<file path="src/pfs_map.svh">
`ifndef PFS_MAP_SVH
`define PFS_MAP_SVH
// Register indices on the plain register port.
`define PFS_ADDR_SYNC 3'h0
`define PFS_ADDR_PERIOD 3'h1
`define PFS_ADDR_FRAC 3'h2
`define PFS_ADDR_CTRL 3'h3
`define PFS_ADDR_STATUS 3'h4
`define PFS_ADDR_PHASE 3'h5
`define PFS_ADDR_DUTY 3'h6
// Fields of period_sync_control.
`define PFS_SYNC_POFST_BIT 7
`define PFS_SYNC_PRPOL_BIT 6
`define PFS_SYNC_DCPOL_BIT 5
`define PFS_SYNC_SEL_HI 1
`define PFS_SYNC_SEL_LO 0
`define PFS_SYNC_WMASK 8'he3
`define PFS_SYNC_RESET 8'h00
// Sync source select codes.
`define PFS_SEL_OWN 2'h0
`define PFS_SEL_RSVD 2'h1
`define PFS_SEL_SIB_B 2'h2
`define PFS_SEL_SIB_C 2'h3
// Fields of the control register.
`define PFS_CTRL_EN_BIT 0
`define PFS_CTRL_MODE_HI 2
`define PFS_CTRL_MODE_LO 1
`define PFS_CTRL_EXTP_BIT 3
`define PFS_CTRL_EXTD_BIT 4
`define PFS_CTRL_FFA_BIT 5
`define PFS_CTRL_RESET 6'h00
// Reset values of the count registers.
`define PFS_PERIOD_RESET 16'h00ff
`define PFS_PHASE_RESET 16'h0000
`define PFS_DUTY_RESET 16'h0080
`endif

</file>
<file path="src/pfs_pkg.sv">
package pfs_pkg;
  // Operating modes held in the control register.
  typedef enum logic [1:0] {
    PFS_MODE_NORMAL = 2'h0,
    PFS_MODE_FIXED = 2'h1,
    PFS_MODE_FIXED_COMP = 2'h2,
    PFS_MODE_NORMAL_COMP = 2'h3
  } pfs_mode_t;
  // Output latch state, one-hot.
  typedef enum logic [2:0] {
    PFS_OUT_IDLE = 3'b001,
    PFS_OUT_ON = 3'b010,
    PFS_OUT_OFF = 3'b100
  } pfs_out_t;
endpackage

</file>
<file path="src/pfs_ffa_if.sv">
`timescale 1ns/1ps
`default_nettype none
// Link between the period engine and the fraction accumulator.
interface pfs_ffa_if #(parameter int FFA_W = 4);
  logic step;
  logic active;
  logic [FFA_W-1:0] frac;
  logic carry;
  logic [FFA_W-1:0] acc;
  modport engine (output step, output active, output frac,
    input carry, input acc);
  modport accum (input step, input active, input frac,
    output carry, output acc);
endinterface
`default_nettype wire

</file>
<file path="src/pfs_ffa_accum.sv">
`timescale 1ns/1ps
`default_nettype none
// Fraction accumulator: adds the fraction on each step while active, flags the carry.
module pfs_ffa_accum #(
  parameter int FFA_W = 4
) (
  input wire logic clk_sys,
  input wire logic rst_n,
  pfs_ffa_if.accum ffa
);
  // =========================================================
  // State
  typedef struct packed {
    logic [FFA_W-1:0] acc;
  } pfs_acc_state_t;
  pfs_acc_state_t s_q;
  pfs_acc_state_t s_d;
  logic [FFA_W:0] sum; // Sum with the carry in its top bit.

  // The carry is combinational so the engine can latch it with the event.
  always_comb
  begin
    sum = {1'b0, s_q.acc} + {1'b0, ffa.frac};
    s_d = s_q;
    if (ffa.step && ffa.active)
    begin
      s_d.acc = sum[FFA_W-1:0]; // RULE1
    end
    else if (!ffa.active)
    begin
      // Leaving the fixed modes drops the residue so a restart is clean.
      s_d.acc = '0;
    end
  end

  // Register the accumulator.
  always_ff @(posedge clk_sys or negedge rst_n)
  begin
    if (!rst_n)
      s_q <= '0;
    else
      s_q <= s_d;
  end

  assign ffa.carry = ffa.active & sum[FFA_W]; // RULE2
  assign ffa.acc = s_q.acc;
endmodule
`default_nettype wire

</file>
<file path="src/pfs_top.sv">
// Decided for this implementation: the plain strobed port and the register offsets.
`timescale 1ns/1ps
`default_nettype none
`include "pfs_map.svh"
// Function
// RULE1 - Add fraction to accumulator each period event
// RULE2 - Carry lengthens next period by one clock
// RULE3 - Fraction acts only in fixed duty modes
// RULE4 - Fixed duty period is two period events
// RULE5 - Fraction step is clock over two-power-width
// RULE6 - Phase offset bit swaps sync and latch sources
// RULE7 - Period invert bit inverts external period input
// RULE8 - Duty invert bit inverts external duty input
// RULE9 - Sync select: own, sibling B, sibling C
module pfs_top
  import pfs_pkg::*;
#(
  parameter int CNT_W = 16,
  parameter int FFA_W = 4
) (
  input wire logic clk_sys,
  input wire logic nrst,
  input wire logic [2:0] reg_addr,
  input wire logic [15:0] reg_wdata,
  input wire logic reg_wr,
  input wire logic reg_rd,
  output logic [15:0] reg_rdata,
  input wire logic period_evt_pin,
  input wire logic duty_evt_pin,
  input wire logic sync_in_b,
  input wire logic sync_in_c,
  output logic sync_out,
  output logic period_event,
  output logic pwm_a,
  output logic pwm_b
);
  // =========================================================
  // Reset release
  logic [1:0] rst_sync_q; // Two-stage release of the async reset.
  logic rst_n; // Synchronised reset used by all other logic.

  // The reset asserts at once and leaves two edges after nrst rises.
  always_ff @(posedge clk_sys or negedge nrst)
  begin
    if (!nrst)
      rst_sync_q <= 2'b00;
    else
      rst_sync_q <= {rst_sync_q[0], 1'b1};
  end
  assign rst_n = rst_sync_q[1];

  // =========================================================
  // State
  typedef struct packed {
    logic [7:0] sync_ctl; // period_sync_control.
    logic [5:0] ctrl; // Enable, mode, input enables, fraction enable.
    logic [CNT_W-1:0] period; // period_count_value.
    logic [CNT_W-1:0] phase; // Phase event count.
    logic [CNT_W-1:0] duty; // Duty event count.
    logic [FFA_W-1:0] frac; // fraction_increment_value.
    logic [CNT_W-1:0] cnt; // Running period counter.
    logic stretch; // Current period is one clock longer.
    logic [2:0] out_st; // Output latch state.
    logic pin_p1; // Period pin, first stage.
    logic pin_p2; // Period pin, second stage.
    logic pin_p3; // Period pin, previous value for edges.
    logic pin_d1; // Duty pin, first stage.
    logic pin_d2; // Duty pin, second stage.
    logic pin_d3; // Duty pin, previous value for edges.
    logic sync_out; // Registered sync output.
    logic per_evt; // Registered period event pulse.
    logic pwm_a; // Registered primary output.
    logic pwm_b; // Registered complementary output.
    logic [15:0] rdata; // Read data, valid one cycle after the strobe.
  } pfs_state_t;

  pfs_state_t s_q;
  pfs_state_t s_d;

  pfs_ffa_if #(.FFA_W(FFA_W)) ffa ();

  // Decoded views of the control registers.
  logic enable;
  pfs_mode_t mode;
  logic fixed_mode;
  logic comp_mode;
  logic [1:0] sync_sel;
  logic pofst;
  logic prpol;
  logic dcpol;
  // Events inside one period.
  logic [CNT_W:0] tc_value;
  logic tc;
  logic sel_evt;
  logic ext_p;
  logic ext_d;
  logic per_evt;
  logic phase_evt;
  logic duty_evt;
  logic latch_set;
  logic [2:0] next_st;

  // =========================================================
  // Field decode
  always_comb
  begin
    enable = s_q.ctrl[`PFS_CTRL_EN_BIT];
    mode = pfs_mode_t'(s_q.ctrl[`PFS_CTRL_MODE_HI:`PFS_CTRL_MODE_LO]);
    fixed_mode = (mode == PFS_MODE_FIXED) || (mode == PFS_MODE_FIXED_COMP);
    comp_mode = (mode == PFS_MODE_FIXED_COMP) ||
      (mode == PFS_MODE_NORMAL_COMP);
    sync_sel = s_q.sync_ctl[`PFS_SYNC_SEL_HI:`PFS_SYNC_SEL_LO];
    pofst = s_q.sync_ctl[`PFS_SYNC_POFST_BIT];
    prpol = s_q.sync_ctl[`PFS_SYNC_PRPOL_BIT];
    dcpol = s_q.sync_ctl[`PFS_SYNC_DCPOL_BIT];
  end

  // The fraction only reaches the period in the fixed duty modes.
  assign ffa.active = enable & s_q.ctrl[`PFS_CTRL_FFA_BIT] &
    fixed_mode; // RULE3
  assign ffa.frac = s_q.frac;
  assign ffa.step = per_evt;

  // =========================================================
  // Period engine and event sources
  always_comb
  begin
    // A carry stretches by one clock; with FFA_W bits the average step is
    // one clock divided by two to the FFA_W.
    tc_value = {1'b0, s_q.period} +
      {{CNT_W{1'b0}}, s_q.stretch}; // RULE2 RULE5
    tc = enable && ({1'b0, s_q.cnt} == tc_value);
    // Sibling sync outputs share this clock, so they need no synchroniser.
    if (sync_sel == `PFS_SEL_SIB_B)
    begin
      sel_evt = enable & sync_in_b; // RULE9
    end
    else if (sync_sel == `PFS_SEL_SIB_C)
    begin
      sel_evt = enable & sync_in_c; // RULE9
    end
    else
    begin
      // Own period event; the reserved code behaves the same.
      sel_evt = tc; // RULE9
    end
    // Edges are taken after the polarity choice, so inverting picks the
    // falling pin edge.
    ext_p = enable && s_q.ctrl[`PFS_CTRL_EXTP_BIT] &&
      ((s_q.pin_p2 ^ prpol) && !(s_q.pin_p3 ^ prpol)); // RULE7
    ext_d = enable && s_q.ctrl[`PFS_CTRL_EXTD_BIT] &&
      ((s_q.pin_d2 ^ dcpol) && !(s_q.pin_d3 ^ dcpol)); // RULE8
    per_evt = sel_evt | ext_p;
    phase_evt = enable && (s_q.cnt == s_q.phase);
    duty_evt = (enable && (s_q.cnt == s_q.duty)) | ext_d;
    latch_set = pofst ? per_evt : phase_evt; // RULE6
  end

  // =========================================================
  // Output latch
  always_comb
  begin
    next_st = s_q.out_st;
    case (s_q.out_st)
      PFS_OUT_IDLE:
      begin
        if (enable)
          next_st = PFS_OUT_OFF;
      end
      PFS_OUT_ON:
      begin
        if (!enable)
          next_st = PFS_OUT_IDLE;
        else if (fixed_mode && per_evt)
          next_st = PFS_OUT_OFF; // RULE4
        else if (!fixed_mode && duty_evt && !latch_set)
          next_st = PFS_OUT_OFF;
      end
      PFS_OUT_OFF:
      begin
        if (!enable)
          next_st = PFS_OUT_IDLE;
        else if (fixed_mode && per_evt)
          next_st = PFS_OUT_ON; // RULE4
        else if (!fixed_mode && latch_set)
          next_st = PFS_OUT_ON; // RULE6
      end
      default:
      begin
        next_st = PFS_OUT_IDLE;
      end
    endcase
  end

  // =========================================================
  // Next state, register port included
  always_comb
  begin
    s_d = s_q;
    // Pin synchronisers; the first stage feeds only the second.
    s_d.pin_p1 = period_evt_pin;
    s_d.pin_p2 = s_q.pin_p1;
    s_d.pin_p3 = s_q.pin_p2;
    s_d.pin_d1 = duty_evt_pin;
    s_d.pin_d2 = s_q.pin_d1;
    s_d.pin_d3 = s_q.pin_d2;
    // Counter restarts on a period event or at its own terminal count,
    // so a missing sibling sync never lets it run past the period.
    if (!enable)
    begin
      s_d.cnt = '0;
      s_d.stretch = 1'b0;
    end
    else if (per_evt)
    begin
      s_d.cnt = '0;
      s_d.stretch = ffa.carry; // RULE1 RULE2
    end
    else if (tc)
    begin
      s_d.cnt = '0;
    end
    else
    begin
      s_d.cnt = s_q.cnt + {{(CNT_W-1){1'b0}}, 1'b1};
    end
    s_d.out_st = next_st;
    s_d.pwm_a = (next_st == PFS_OUT_ON);
    s_d.pwm_b = comp_mode && (next_st == PFS_OUT_OFF);
    s_d.sync_out = pofst ? phase_evt : per_evt; // RULE6
    s_d.per_evt = per_evt;
    // Register writes.
    if (reg_wr)
    begin
      if (reg_addr == `PFS_ADDR_SYNC)
        s_d.sync_ctl = reg_wdata[7:0] & `PFS_SYNC_WMASK;
      else if (reg_addr == `PFS_ADDR_PERIOD)
        s_d.period = reg_wdata[CNT_W-1:0];
      else if (reg_addr == `PFS_ADDR_FRAC)
        s_d.frac = reg_wdata[FFA_W-1:0];
      else if (reg_addr == `PFS_ADDR_CTRL)
        s_d.ctrl = reg_wdata[5:0];
      else if (reg_addr == `PFS_ADDR_PHASE)
        s_d.phase = reg_wdata[CNT_W-1:0];
      else if (reg_addr == `PFS_ADDR_DUTY)
        s_d.duty = reg_wdata[CNT_W-1:0];
    end
    // Read data stands for one cycle only; unmapped indices read zero.
    s_d.rdata = 16'h0000;
    if (reg_rd)
    begin
      if (reg_addr == `PFS_ADDR_SYNC)
        s_d.rdata = {8'h00, s_q.sync_ctl};
      else if (reg_addr == `PFS_ADDR_PERIOD)
        s_d.rdata = 16'(s_q.period);
      else if (reg_addr == `PFS_ADDR_FRAC)
        s_d.rdata = 16'(s_q.frac);
      else if (reg_addr == `PFS_ADDR_CTRL)
        s_d.rdata = {10'h000, s_q.ctrl};
      else if (reg_addr == `PFS_ADDR_STATUS)
        s_d.rdata = {8'h00, 4'(ffa.acc), 1'b0, ffa.active, s_q.stretch,
          s_q.pwm_a};
      else if (reg_addr == `PFS_ADDR_PHASE)
        s_d.rdata = 16'(s_q.phase);
      else if (reg_addr == `PFS_ADDR_DUTY)
        s_d.rdata = 16'(s_q.duty);
    end
  end

  // =========================================================
  // State register
  always_ff @(posedge clk_sys or negedge rst_n)
  begin
    if (!rst_n)
    begin
      s_q <= '0;
      s_q.sync_ctl <= `PFS_SYNC_RESET;
      s_q.ctrl <= `PFS_CTRL_RESET;
      s_q.period <= CNT_W'(`PFS_PERIOD_RESET);
      s_q.phase <= CNT_W'(`PFS_PHASE_RESET);
      s_q.duty <= CNT_W'(`PFS_DUTY_RESET);
      s_q.out_st <= PFS_OUT_IDLE;
    end
    else
    begin
      s_q <= s_d;
    end
  end

  // =========================================================
  // Fraction accumulator
  pfs_ffa_accum #(
    .FFA_W(FFA_W)
  ) u_accum (
    .clk_sys(clk_sys),
    .rst_n(rst_n),
    .ffa(ffa)
  );

  assign reg_rdata = s_q.rdata;
  assign sync_out = s_q.sync_out;
  assign period_event = s_q.per_evt;
  assign pwm_a = s_q.pwm_a;
  assign pwm_b = s_q.pwm_b;
endmodule
`default_nettype wire

</file>
<file path="config.mk">
export PLATFORM = sky130hd
export DESIGN_NAME = pfs_top
export DESIGN_NICKNAME = d
export VERILOG_FILES = /design/src/pfs_pkg.sv /design/src/pfs_ffa_if.sv /design/src/pfs_ffa_accum.sv /design/src/pfs_top.sv
export VERILOG_INCLUDE_DIRS = /design/src /design/src/src
export SDC_FILE = /design/constraint.sdc
export NUM_CORES = 1
export LEC_CHECK = 0
export BUFFER_PORTS_ARGS = -buffer_cell sky130_fd_sc_hd__buf_2
export CORE_MARGIN = 2
export CORE_UTILIZATION = 55
export DETAILED_ROUTE_END_ITERATION = 10
export PLACE_DENSITY = 0.73
export SYNTH_ARGS = -nofsm -noshare
export SYNTH_HDL_FRONTEND = slang
export SYNTH_SLANG_ARGS = --single-unit
</file>
<file path="constraint.sdc">
create_clock -name clk_sys -period 5 [get_ports clk_sys]
set_clock_uncertainty 0.15 [all_clocks]
set_input_delay 1 -clock clk_sys [delete_from_list [all_inputs] [get_ports clk_sys]]
set_output_delay 1 -clock clk_sys [all_outputs]
set_load 0.05 [all_outputs]
</file>
Word-level counts from Yosys, hierarchy flattened
Index checks and enable logic that the tools add are counted.
{"block": "word_totals", "regBits": 115, "inputBits": 27, "out_inout_bits": 20}
{"block": "classes", "add_sub_neg": 3, "n_eq_ne": 21, "muxes": 26, "bitwise": 16, "reduce_logical": 28}
{"op": "$mux 16", "count": 10}
{"op": "$eq 16x16->1", "count": 2}
{"op": "$mux 3", "count": 7}
{"op": "$add 16x1->17", "count": 1}
{"op": "$eq 16x17->1", "count": 1}
{"op": "$mux 17", "count": 1}
{"op": "$add 16x1->16 const B", "count": 1}
{"op": "$eq 3x3->1 const B", "count": 5}
{"op": "$logic_and 1x1->1", "count": 15}
{"op": "$eq 3x2->1 const B", "count": 4}
{"op": "$pmux 3 s3", "count": 1}
{"op": "$eq 2x2->1 const B", "count": 4}
{"op": "$mux 4", "count": 2}
{"op": "$reduce_and 7->1", "count": 1}
{"op": "$eq 3x1->1 const B", "count": 2}
{"op": "$reduce_and 6->1", "count": 1}
{"op": "$add 4x4->5", "count": 1}
{"op": "$and 1x1->1", "count": 5}
{"op": "$mux 1", "count": 5}
{"op": "$not 1->1", "count": 5}
{"op": "$reduce_and 5->1", "count": 1}
{"op": "$logic_not 1->1", "count": 4}
{"op": "$reduce_and 4->1", "count": 1}
{"op": "$xor 1x1->1", "count": 4}
{"op": "8 further kinds", "count": 10}

Longest topological paths before layout
{"block": "logic_depth", "word_depth": 15, "ltp_mapped": 12, "depth_no_buf": 11}

Modules after synthesis
Synthesis repeated with hierarchy kept, for this count alone.
{"block": "hier_totals", "cells_unflattened": 609, "area_unflattened_um2": 6338.6}
{"mod": "pfs_top", "n_inst": 1, "cells_per_inst": 578, "area_each_um2": 6022.0, "seq_area_each_um2": 2790.2}
{"mod": "pfs_ffa_accum", "n_inst": 1, "cells_per_inst": 31, "area_each_um2": 316.6, "seq_area_each_um2": 100.1}

Worst setup path after synthesis
No wires, ideal clock.
{"block": "synth_timing", "kind": "register -> register", "start": "register s_q[82] (netlist bit)", "end": "register s_q, in the netlist pwm_a", "setup_time_ns": 0.120, "t_arrival_ns": 2.953, "t_required_ns": 4.730, "path_slack_ns": 1.778, "path_stages_with_launch": 13, "period_less_slack_ns": 3.222, "path_cell_list": "dfstp_2 ha_1 ha_1 nand4_1 nor3_2 or4b_1 o21ai_0 a21oi_1 o41a_1 buf_6 o211ai_2 o22ai_2 and3_1"}
{"element": "start, declared", "line": "pfs_top.sv:77", "text": "pfs_state_t s_q;"}

Final worst setup path
{"block": "layout_timing", "start": "register s_q[82] (netlist bit)", "end": "register s_q[27] (netlist bit)"}
{"block": "layout_between", "elab_chain_cells": 13, "elab_cells_between_ends": 18, "classes_between": "1 x add/sub; 1 x eq/ne; 10 x mux; 1 x bitwise; 5 x reduce/logical"}
{"element": "$add 16x1->17 (*)", "line": "pfs_top.sv:130", "text": "tc_value = {1'b0, s_q.period} +"}
{"element": "$eq 16x17->1 (*)", "line": "pfs_top.sv:132", "text": "tc = enable && ({1'b0, s_q.cnt} == tc_value);"}
{"element": "$logic_and 1x1->1 (*)", "line": "pfs_top.sv:132"}
{"element": "$mux 1 (*)", "line": "pfs_top.sv:138", "text": "else if (sync_sel == `PFS_SEL_SIB_C)"}
{"element": "$mux 1 (*)", "line": "pfs_top.sv:134", "text": "if (sync_sel == `PFS_SEL_SIB_B)"}
{"element": "$or 1x1->1 (*)", "line": "pfs_top.sv:153", "text": "per_evt = sel_evt | ext_p;"}
{"element": "$mux 1", "line": "pfs_top.sv:156", "text": "latch_set = pofst ? per_evt : phase_evt;"}
{"element": "$logic_not 1->1", "line": "pfs_top.sv:176", "text": "else if (!fixed_mode && duty_evt && !latch_set)"}
{"element": "$logic_and 1x1->1", "line": "pfs_top.sv:176"}
{"element": "$mux 3", "line": "pfs_top.sv:176"}
{"element": "$mux 3", "line": "pfs_top.sv:174", "text": "else if (fixed_mode && per_evt)"}
{"element": "$mux 3", "line": "pfs_top.sv:172", "text": "if (!enable)"}
{"element": "$pmux 3 s3 (*)", "line": "pfs_top.sv:164", "text": "case (s_q.out_st)"}
{"element": "via next_st[1]", "line": "pfs_top.sv:101", "text": "logic [2:0] next_st;"}
Mark *: on every way through the listed nets, which the timed path passes. The rest lies on a longest branch.
A chain may end at the register's enable or synchronous reset.

==> metrics <==
I/O pins 47; die width 110 um; slew at the pin closest to its max-slew limit 1.04 ns; grt met2 use 42.7%; Synth async-reset ratio 100%; Worst VDD drop around 0.00031 V; Clock transition at path regs approximately 0.050 ns; Die Y 110 um; final WL 14,800 um; CP max FO 11; GR Util met3 7.58%; CTS tree yes; post-synth top area share a little over two fifths; CP Launch Type register; vias in the first global route 4,462; first-pass GRT wire length 23,500 um; Num CTS Buffers 17; Residual DRC 0; kind of critical path reg2reg; later-pin clock latency in the skew report 0.42 ns; grt total ovfl 0; global router's overall resource usage 26.7%; Non-Filler Instances 750; post-DR vias/cell 5.95; most used routing layer met2; Int Power 0.00211 W; vias after detailed routing 4,459; Routed Antenna Nets 0; clk buf depth 2; crit share post-route 73.9%; share of post-route cells with drive strength above 1 27.2%; Max Cap Viol 0; Syn Area/Cell 10.7 um^2; drt initial violations 320; DP Area approximately 6400 um^2; top cells by area, synth dfrtp_1, mux2_2, xor2_1; largest net degree at the start of global routing 79; sequential share of power 43.0%; Ys Warns 0; unrepaired setup endpoints after global routing no; cell taking the most area after synthesis dfrtp_1; DP Cell Count 718; clk sinks around 120; reported leakage power 3.08 nW; Crit. End Element register; Psw 0.000924 W; final setup fails 0; Sum Neg Setup Slack 0 ns; Finished Cell Area 6940 um^2; synth unique cells 60; DIE AREA 12,200 um^2; CP Data Required Time 5.20 ns; initial antenna violation count 0; PD cells 438 nW/um^2; status complete, no violations; # diodes 0; Final Slew Violations 0; worst hold path class reg2reg; Clock power frac 38.3%; hpwl dp 10,400 um; port buffer count 46; Seq/Total Area, Yosys 46.5%; Logic pwr share 18.7%; slew margin rel. 30.8%; routability cong. 0.873; M1 GR Usage 33.9%; minimum clock period 3.70 ns; most frequent cell after synthesis dfrtp_1; top cells by count, synth dfrtp_1, mux2_2, nor2_1; Core ar. approximately 11,000 um^2; Hold Vio Cnt, Final 0; Detailed Routing Iterations Pass 1 5; synthesized area just over 6000 um^2; CTS Hold Buffers Added 0; Layout Utilization 63.4%; depth of the CTS H-tree 4; post_cts resized 0; P&R area growth vs syn 11.6%; Post-CTS Setup Bufs 0; FMAX 271 MHz; initial core utilization 56.9%; # rows 38; Post-synth EDFFs 0; Routed wire per std cell slightly below 20 um; post-synthesis cell count about 580; root buffer cell clkbuf_16; Critical Path AT 3.90 ns; flops & latches, synth ~120; Final #Nets 634; switching portion of total power 30.4%; most used flip-flop cell after synthesis dfrtp_1; syn_nets 620; total design power ~0.003 W
flip-flops by register name, indices dropped and copies added (netlist names):
signal	flops
sync_out	1
pofst	1
dcpol	1
pwm_a	1
ffa.frac	4
mode	2
u_accum.ffa.acc	4
reg_rdata	16
period_event	1
s_q	75
pwm_b	1
rst_sync_q	2
enable	1
prpol	1
s_d	4
through the flow:
| stage | worst slack, ns | hold slack [ns] |
|---|---|---|
| 6_report | 1.30 | 0.197 |
| 5_1_grt | 1.06 | 0.189 |
| 4_1_cts | 1.33 | 0.194 |
| 2_1_floorplan | 1.43 | 0.181 |
| 3_3_place_gp | 1.47 | 0.186 |
| 3_5_place_dp | 1.40 | 0.187 |
per-layer routing:
layer / up-vias / routed length (um)
met2: 167 / 7220
li1: 2052 / -
met5: - / 0
met1: 2204 / 6180
met4: 0 / 473
met3: 36 / 891
logic make-up after synthesis:
logic type	share of synthesized area, %
AO/OA/AOI/OAI	9.08
XOR/XNOR	10.1
adder cells (fa/ha/maj)	2.13
buffers and inverters	5.01
flip-flops	46.5
multiplexers	13.9
other	0.0603
AND/OR/NAND/NOR	13.2
critical path, stage by stage, from the launching register on:
cell and delay (ns):
dfstp_2 0.54, ha_1 0.23, ha_1 0.28, nand4_1 0.22, nor3_2 0.31, or4b_1 0.46, o21ai_0 0.08, a21oi_1 0.16
o41a_1 0.57, a21o_1 0.24, o22ai_2 0.21, and3_1 0.18
cell usage in the layout, fill, tap and decap left out, types with 3 or more instances in the layout:
cell	Yosys	layout
o21ai_0	34	34
mux2i_1	9	9
a211oi_1	5	5
nand4_1	5	5
buf_2	6	46
and3_1	11	11
a221oi_1	3	3
dfstp_2	10	10
and2_1	3	3
xor2_1	38	38
clkinv_2	0	5
inv_1	9	9
nand2b_1	4	4
a21oi_1	24	24
clkbuf_16	0	17
nand3b_1	3	3
a21o_1	3	3
nor4_1	9	9
clkbuf_1	27	3
nor2_1	42	42
clkinvlp_4	0	3
nand3_1	17	17
a22oi_1	5	5
dfrtp_1	105	104
ha_1	9	9
nor2b_1	9	9
mux2_2	67	67
nand2_1	38	38
xnor2_1	32	32
power groups by stage:
| stage | clock [W] | sequential [W] | combinational, W |
|---|---|---|---|
| floorplan | 0 | 0.00124 | 0.000471 |
| finish | 0.00116 | 0.00130 | 0.000568 |
| detailed placement | 0 | 0.00131 | 0.000561 |
| global route | 0.00123 | 0.00133 | 0.000625 |
| CTS | 0.00119 | 0.00130 | 0.000569 |
| global placement | 0 | 0.00130 | 0.000547 |
path summary, 6_finish.rpt:
| path | start | endpoint | slack (ns) | depth (start not counted) |
|---|---|---|---|---|
| min in group asynchronous | nrst | rst_sync_q[1] | 0.21 | 1 |
| min | rst_sync_q[0] | rst_sync_q[1] | 0.20 | 0 |
| max in group asynchronous | rst_sync_q[1] | s_q[26] | 3.28 | 1 |
| min reg2reg | rst_sync_q[0] | rst_sync_q[1] | 0.20 | 0 |
| max | s_q[82] | s_q[27] | 1.30 | 11 |
| max reg2reg | s_q[82] | s_q[27] | 1.30 | 11 |
cell type report:
type                            instances  area (um^2)
Multi-Input combinational cell        407         3020
Clock inverter                         10          108
Tap cell                              140          175
Timing Repair Buffer                   47          238
Sequential cell                       115         2890
Fill cell                             897         4000
Clock buffer                           22          464
Inverter                                9         33.8
(Power assumes the default switching activity.)
